$ cat config.mk
export PLATFORM = sky130hd
export DESIGN_NAME = sram_host
export DESIGN_NICKNAME = d
export VERILOG_FILES = /design/src/sram_host.v
export VERILOG_INCLUDE_DIRS = /design/src
export SDC_FILE = /design/constraint.sdc
export NUM_CORES = 1
export LEC_CHECK = 0
export ABC_AREA = 1
export BUFFER_PORTS_ARGS = -buffer_cell sky130_fd_sc_hd__buf_2
export CAP_MARGIN = 40
export CORE_MARGIN = 2
export CORE_UTILIZATION = 35
export DETAILED_ROUTE_END_ITERATION = 16
export PLACE_DENSITY_LB_ADDON = 0.05
export SYNTH_ARGS = -nofsm -noshare
export SYNTH_HDL_FRONTEND = slang
export SYNTH_SLANG_ARGS = --single-unit
$ cat constraint.sdc
create_clock -name core_clk_i -period 2 [get_ports core_clk_i]
set_clock_uncertainty 0.05 [all_clocks]
set_input_delay 0.2 -clock core_clk_i [delete_from_list [all_inputs] [get_ports core_clk_i]]
set_output_delay 0.2 -clock core_clk_i [all_outputs]
set_load 0.03 [all_outputs]
$ cat src/sram_host_regs.vh
// Timing constants for the asynchronous static memory host controller
`ifndef SRAM_HOST_REGS_VH
`define SRAM_HOST_REGS_VH

// Core clock period in picoseconds (200 MHz)
`define CLK_PERIOD_PS            5000

// Printed device times in nanoseconds
`define READ_CYCLE_MIN_NS        45
`define ADDRESS_ACCESS_DELAY_NS  45
`define SELECT_ACCESS_DELAY_NS   45
`define GATE_ACCESS_DELAY_NS     22
`define ADDRESS_CHANGE_HOLD_NS   10
`define DESELECT_POWERDOWN_NS    45
`define WRITE_CYCLE_MIN_NS       45
`define ADDRESS_TO_WRITE_END_NS  35
`define STROBE_LOW_WIDTH_NS      35
`define DATA_BEFORE_WRITE_END_NS 25
`define DATA_AFTER_WRITE_END_NS  0
`define ADDR_BEFORE_WR_START_NS  0
`define ADDR_HOLD_AFTER_WR_NS    0
`define STROBE_LOW_TO_FLOAT_NS   18

// Least times round up to whole cycles, never below one
`define NS_TO_CYC_UP(ns)  ((((ns) * 1000 + `CLK_PERIOD_PS - 1) / `CLK_PERIOD_PS) < 1 ? 1 : \
                           (((ns) * 1000 + `CLK_PERIOD_PS - 1) / `CLK_PERIOD_PS))

// Derived cycle counts
`define READ_ACCESS_CYC   `NS_TO_CYC_UP(`ADDRESS_ACCESS_DELAY_NS)
`define WRITE_LOW_CYC     `NS_TO_CYC_UP(`STROBE_LOW_WIDTH_NS + `STROBE_LOW_TO_FLOAT_NS)
`define WRITE_HOLD_CYC    `NS_TO_CYC_UP(`DATA_AFTER_WRITE_END_NS)
`define GAP_CYC           `NS_TO_CYC_UP(`ADDRESS_CHANGE_HOLD_NS)

// Extra read cycles: three pin stages plus the agreement register
`define SYNC_CYC          4

// Widths
`define ADDR_W            17
`define DATA_W            8
`define CNT_W             5

`endif

$ cat src/sram_host.v
// Host controller driving a 128K x 8 asynchronous static memory
`timescale 1ns/1ps
`include "sram_host_regs.vh"

// Functional notes
// - Read: selected, write strobe high, output gate low; byte driven out.
// - First of select or strobe going inactive ends the write.
// - Write data stable 25 ns before and 0 ns after write end.
// - Address valid 35 ns before write end and 0 ns before start.
// - Address held 0 ns after write end; write cycle at least 45 ns.
// - With gate low, strobe low time covers data setup plus float delay.
// - Host never drives data while device may be driving lines.
// - Address valid before or with select going active on reads.
module sram_host (
    input  wire                 core_clk_i,
    input  wire                 nrst_i,
    input  wire                 req_valid_i,
    output wire                 req_ready_o,
    input  wire                 req_write_i,
    input  wire [`ADDR_W-1:0]   req_addr_i,
    input  wire [`DATA_W-1:0]   req_wdata_i,
    output reg                  rsp_valid_o,
    output reg  [`DATA_W-1:0]   rsp_rdata_o,
    output reg  [`ADDR_W-1:0]   word_address_lines_o,
    output reg                  select_low_active_n_o,
    output reg                  select_high_active_o,
    output reg                  write_strobe_n_o,
    output reg                  output_gate_n_o,
    input  wire [`DATA_W-1:0]   byte_lines_i,
    output reg  [`DATA_W-1:0]   byte_lines_o,
    output reg                  byte_lines_oe_o
);

    localparam [2:0] ST_IDLE  = 3'd0;
    localparam [2:0] ST_READ  = 3'd1;
    localparam [2:0] ST_WRITE = 3'd2;
    localparam [2:0] ST_WHOLD = 3'd3;
    localparam [2:0] ST_GAP   = 3'd4;

    // Timing budget at a 5 ns clock
    // Read: address, selects and gate all move on one edge, so the
    // access time counts from that edge for address, select and gate.
    // The data pins are asynchronous to the core clock, so the byte
    // passes the pin synchroniser before it is captured; the gate is
    // held low through that latency so the device keeps driving.
    // Write: the strobe alone ends the write, with the gate held high,
    // so the low time covers the strobe width and the float time too.
    // A hold cycle follows the strobe edge before select and data drop.
    // Gap: after every transfer the bus rests for the change hold time
    // so that old read data never meets a new address on the pins.
    // Counts are worked out as integers and then cut to the counter
    // width on purpose; every count fits the counter by a wide margin.
    localparam integer READ_CYC_I  = `READ_ACCESS_CYC + `SYNC_CYC;
    localparam integer WLOW_CYC_I  = `WRITE_LOW_CYC;
    localparam integer WHOLD_CYC_I = `WRITE_HOLD_CYC;
    localparam integer GAP_CYC_I   = `GAP_CYC;

    // Counter loads for each phase
    localparam [`CNT_W-1:0] READ_CNT  = READ_CYC_I[`CNT_W-1:0];
    localparam [`CNT_W-1:0] WLOW_CNT  = WLOW_CYC_I[`CNT_W-1:0];
    localparam [`CNT_W-1:0] WHOLD_CNT = WHOLD_CYC_I[`CNT_W-1:0];
    localparam [`CNT_W-1:0] GAP_CNT   = GAP_CYC_I[`CNT_W-1:0];

    reg [2:0]        state_q;
    reg [`CNT_W-1:0] cnt_q;

    // Requests are taken only when idle
    assign req_ready_o = (state_q == ST_IDLE);

    // Agreed value of each data pin after synchronisation
    wire [`DATA_W-1:0] pin_agreed;

    // Three-stage synchroniser per data pin
    // Only the second stage reads the first, so a metastable first
    // stage never reaches the agreement logic. A change is accepted
    // once stages two and three hold the same level, which filters a
    // single sample taken while the pin was still settling.
    genvar gi;
    generate
        for (gi = 0; gi < `DATA_W; gi = gi + 1) begin : g_pin_sync
            reg s1_q;
            reg s2_q;
            reg s3_q;
            reg agreed_q;

            // Shift the pin through three stages
            always @(posedge core_clk_i or negedge nrst_i) begin
                if (!nrst_i) begin
                    s1_q     <= 1'b0;
                    s2_q     <= 1'b0;
                    s3_q     <= 1'b0;
                    agreed_q <= 1'b0;
                end else begin
                    s1_q <= byte_lines_i[gi];
                    s2_q <= s1_q;
                    s3_q <= s2_q;
                    if (s2_q == s3_q) begin
                        agreed_q <= s3_q; // Change counts once stages agree
                    end
                end
            end

            assign pin_agreed[gi] = agreed_q;
        end
    endgenerate

    // Cycle sequencer; all pins registered
    always @(posedge core_clk_i or negedge nrst_i) begin
        if (!nrst_i) begin
            state_q               <= ST_IDLE;
            cnt_q                 <= {`CNT_W{1'b0}};
            rsp_valid_o           <= 1'b0;
            rsp_rdata_o           <= {`DATA_W{1'b0}};
            word_address_lines_o  <= {`ADDR_W{1'b0}};
            select_low_active_n_o <= 1'b1;
            select_high_active_o  <= 1'b0;
            write_strobe_n_o      <= 1'b1;
            output_gate_n_o       <= 1'b1;
            byte_lines_o          <= {`DATA_W{1'b0}};
            byte_lines_oe_o       <= 1'b0;
        end else begin
            rsp_valid_o <= 1'b0;
            case (state_q)
                ST_IDLE: begin
                    if (req_valid_i) begin
                        // Address set with select, so it is valid at start
                        word_address_lines_o  <= req_addr_i;
                        select_low_active_n_o <= 1'b0;
                        select_high_active_o  <= 1'b1;
                        if (req_write_i) begin
                            // Gate stays high so device never drives lines
                            output_gate_n_o  <= 1'b1;
                            write_strobe_n_o <= 1'b0;
                            byte_lines_o     <= req_wdata_i;
                            byte_lines_oe_o  <= 1'b1;
                            cnt_q            <= WLOW_CNT;
                            state_q          <= ST_WRITE;
                        end else begin
                            write_strobe_n_o <= 1'b1;
                            output_gate_n_o  <= 1'b0;
                            byte_lines_oe_o  <= 1'b0;
                            cnt_q            <= READ_CNT;
                            state_q          <= ST_READ;
                        end
                    end
                end
                ST_READ: begin
                    if (cnt_q <= 1) begin
                        // Sample after the access time, then release
                        rsp_rdata_o           <= pin_agreed;
                        rsp_valid_o           <= 1'b1;
                        output_gate_n_o       <= 1'b1;
                        select_low_active_n_o <= 1'b1;
                        select_high_active_o  <= 1'b0;
                        cnt_q                 <= GAP_CNT;
                        state_q               <= ST_GAP;
                    end else begin
                        cnt_q <= cnt_q - 1'b1;
                    end
                end
                ST_WRITE: begin
                    if (cnt_q <= 1) begin
                        // Strobe ends the write; select and data held after
                        write_strobe_n_o <= 1'b1;
                        cnt_q            <= WHOLD_CNT;
                        state_q          <= ST_WHOLD;
                    end else begin
                        cnt_q <= cnt_q - 1'b1;
                    end
                end
                ST_WHOLD: begin
                    if (cnt_q <= 1) begin
                        // Deselect with gate still high keeps lines floating
                        select_low_active_n_o <= 1'b1;
                        select_high_active_o  <= 1'b0;
                        byte_lines_oe_o       <= 1'b0;
                        rsp_valid_o           <= 1'b1;
                        cnt_q                 <= GAP_CNT;
                        state_q               <= ST_GAP;
                    end else begin
                        cnt_q <= cnt_q - 1'b1;
                    end
                end
                ST_GAP: begin
                    if (cnt_q <= 1) begin
                        state_q <= ST_IDLE;
                    end else begin
                        cnt_q <= cnt_q - 1'b1;
                    end
                end
                default: begin
                    state_q <= ST_IDLE;
                end
            endcase
        end
    end

endmodule

==> metrics.md <==
| Metric | Value |
|---|---|
| Core area | `8590 um^2` |
| Post-Syn Area | `3040 um^2` |
| Post-Synthesis Cells | `295` |
| Final setup vio count | `0` |
| Achievable Freq | `592 MHz` |
| DRC errors left | `0` |
| Critical Path Fanout Max | `12` |
| Crit. End Element | `flop` |
| DP Wirelength | `4310 um` |
| Layout cells sized above 1 | `28.0%` |
| WP data required | `2200 ps` |
| Synth Register Bits | `79` |
| Top post-synthesis cells by area | `dfrtp_1 (63%), nand2_1 (15%), nand3_1 (3.5%)` |
| Gr ovfl total | `0` |
| Yosys warns | `0` |
| Outcome | `finished, final reports clean` |
| Final worst setup slack | `310 ps` |
| Pre-CTS setup slack | `307 ps` |
| Worst setup path category | `reg -> reg` |
| Cell taking the most area after synthesis | `dfrtp_1` |
| CTS Sinks | `79` |
| IO Pins | `77` |
| Total track usage | `14.0%` |
| Non-Filler Instances | `526` |
| Most used cell, CP | `nand2_1` |
| Most frequent cells in the layout | `nand2_1 (121), dfrtp_1 (76), buf_2 (75), dlygate4sd3_1 (33), nand3_1 (21)` |
| Crit path buffers/inverters | `2` |
| Worst Hold Class | `in -> reg` |
| Total number of vias | `2283` |
| Ant. Diodes | `0` |
| Number of global-route vias before repair | `2167` |
| Clk_lat worst skew | `350 ps` |
| Final Hold Vio Count | `0` |
| Minimum clock period | `1690 ps` |
| Count of input and output buffers | `76` |
| Worst vdd ir | `524 uV` |
| Leak | `2.12 nW` |
| Site row count | `34` |
| Top-area cell type share of the netlist area | `62.5%` |
| Count of cell types in the netlist | `32` |
| Initial Util | `35.4%` |
| Die Width | `97.2 um` |
| Max_cap viols | `0` |
| Largest stage delay, worst path | `390 ps` |
| Die Y | `97.2 um` |
| Top delay family on crit path | `simple AND/OR/NAND/NOR gates` |
| Area Overhead vs Synth | `33.2%` |
| Setup tns final | `0 ps` |
| Slew @ Worst Pin | `423 ps` |
| Pins over their slew limit | `0` |
| Slew HR | `71.7%` |
| Die Area | `9450 um^2` |
| Syn Nets | `334` |
| Placed Cells | `477` |
| Initial antenna violation count | `0` |
| Detailed-route wire length | `6330 um` |
| Largest net degree at the start of global routing | `33` |
| Initial drt markers | `56` |
| H-Tree Depth | `3` |
| Slowest cell on crit path | `dfrtp_1` |
| RSZ-0062 raised after global routing | `false` |
| Crit path DAT | `1890 ps` |
| CTS clock-pin slew for the worst setup and hold paths | `90 ps` |
| Nets | `452` |
| Pwr/cell area | `1550 nW/um^2` |
| Initial DRT Pass Iterations | `4` |
| Cells along the critical path | `inv_1 -> ha_1 -> o21bai_1 -> nand2_4 -> inv_2 -> nand2_2 -> nand2_1 -> nand2_1` |
| Post-synthesis sequential area ratio | `65.1%` |
| Clock Tree Buf Depth | `2` |
| CTS Buf Count | `9` |
| Startpoint type of the worst setup path | `flop` |
| Post-CTS Setup Bufs | `0` |
| RD Place Congestion | `0.783` |
| CTS Root Cell | `clkbuf_8` |
| Leading cell type in the layout, fill and taps excluded | `nand2_1` |
| Post_cts resized | `0` |
| Routed Antenna Nets | `0` |
| First-pass GRT wire length | `10400 um` |
| Vias/cell | `4.34` |
| CTS tree | `built` |
| Layout Utilization | `47.1%` |
| Detail-routed net length per standard cell | `12.0 um` |
| Syn avg cell area | `10.3 um^2` |
| Final worst path period share | `84.5%` |
| Reg-to-reg slack, setup | `310 ps` |
==> worst reg2reg max path, stage by stage, from the launching register on <==
cell	delay (ps)
dfrtp_1	390
inv_1	120
ha_1	150
o21bai_1	190
nand2_4	150
inv_2	220
nand2_2	170
nand2_1	110
nand2_1	50
==> sequential cells by signal (all words and copies together), names as in the netlist <==
name,count
word_address_lines_o,17
byte_lines_o,8
g_pin_sync.agreed_q,8
g_pin_sync.s1_q,8
g_pin_sync.s2_q,8
g_pin_sync.s3_q,8
rsp_rdata_o,8
cnt_q,5
state_q,3
byte_lines_oe_o,1
output_gate_n_o,1
rsp_valid_o,1
select_high_active_o,1
select_low_active_n_o,1
write_strobe_n_o,1
==> where the power goes <==
group | total, mW | internal (mW) | switching [mW]
clock | 1.08 | 0.461 | 0.617
sequential | 2.42 | 2.11 | 0.309
combinational | 2.79 | 0.851 | 1.93
total | 6.28 | 3.42 | 2.86
==> metal layers <==
layer,track usage (%),part of all wire (%),up-vias,routed length (um)
met3,3.24,4.0,9,255
met5,0,0,-,0
li1,-,-,1162,-
met4,6.84,2.3,0,144
met2,20.8,45,52,2870
met1,19.4,48,1060,3060
==> what timing repair did <==
action / 4_1_cts / 5_1_grt
hold buffers: 32 / 1
endpoints found under the setup margin: 0 / 0
endpoints found under the hold margin: 57 / 1
==> worst paths after layout <==
kind                                            end          startpoint  cells after the start
max reg2reg                          rsp_rdata_o[7]            cnt_q[1]                      8
min in group asynchronous   word_address_lines_o[8]              nrst_i                      2
min                        word_address_lines_o[16]      req_addr_i[16]                      3
min reg2reg                      g_pin_sync[4].s2_q  g_pin_sync[4].s1_q                      0
max in group asynchronous    g_pin_sync[6].agreed_q              nrst_i                      3
max                                  rsp_rdata_o[7]            cnt_q[1]                      8
==> area by class of cell <==
cell class                 count  area, um^2
timing repair buffer         113         743
fill                         830        4540
inverter                      19        73.8
sequential                    79        1980
clock buffer                   9         124
clock inverter                 7        55.1
multi-input combinational    191         940
tap                          108         135
==> cell families after synthesis <==
group,after synthesis,synth area share (%)
AOI/OAI and AO/OA,15,3.00
xor gates and xnor gates,3,0.864
adders and majority gates,10,3.46
buffers and inverters,25,3.99
DFF,79,65.1
and+or+nand+nor,163,23.6
==> Yosys cell counts <==
master / n
a21boi_1: 1
a31oi_1: 1
buf_2: 2
buf_4: 2
buf_6: 2
dfrtp_1: 76
dfstp_2: 3
ha_1: 2
inv_1: 14
inv_2: 4
inv_4: 1
maj3_1: 8
nand2_1: 121
nand2_2: 2
nand2_4: 2
nand3_1: 21
nand3_2: 1
nand4_1: 2
nor2_1: 6
nor2_2: 4
nor2_4: 1
nor2_8: 1
nor3_1: 1
nor3_4: 1
o211ai_1: 1
o21a_1: 1
o21ai_0: 8
o21ai_2: 1
o21bai_1: 1
o22ai_1: 1
xnor2_1: 1
xor2_1: 2
==> metrics by stage <==
| step | hold slack, ps | power (mW) | area (um^2) |
|---|---|---|---|
| after floorplan | -146 | 4.47 | 3040 |
| after global placement | 117 | 5.20 | 3540 |
| after detailed placement | 110 | 5.22 | 3540 |
| after CTS | 1.05 | 6.38 | 4040 |
| after global routing | 8.51 | 6.76 | 4050 |
| final | 7.91 | 6.28 | 4050 |
No activity file was read; power rests on OpenSTA's default activity.
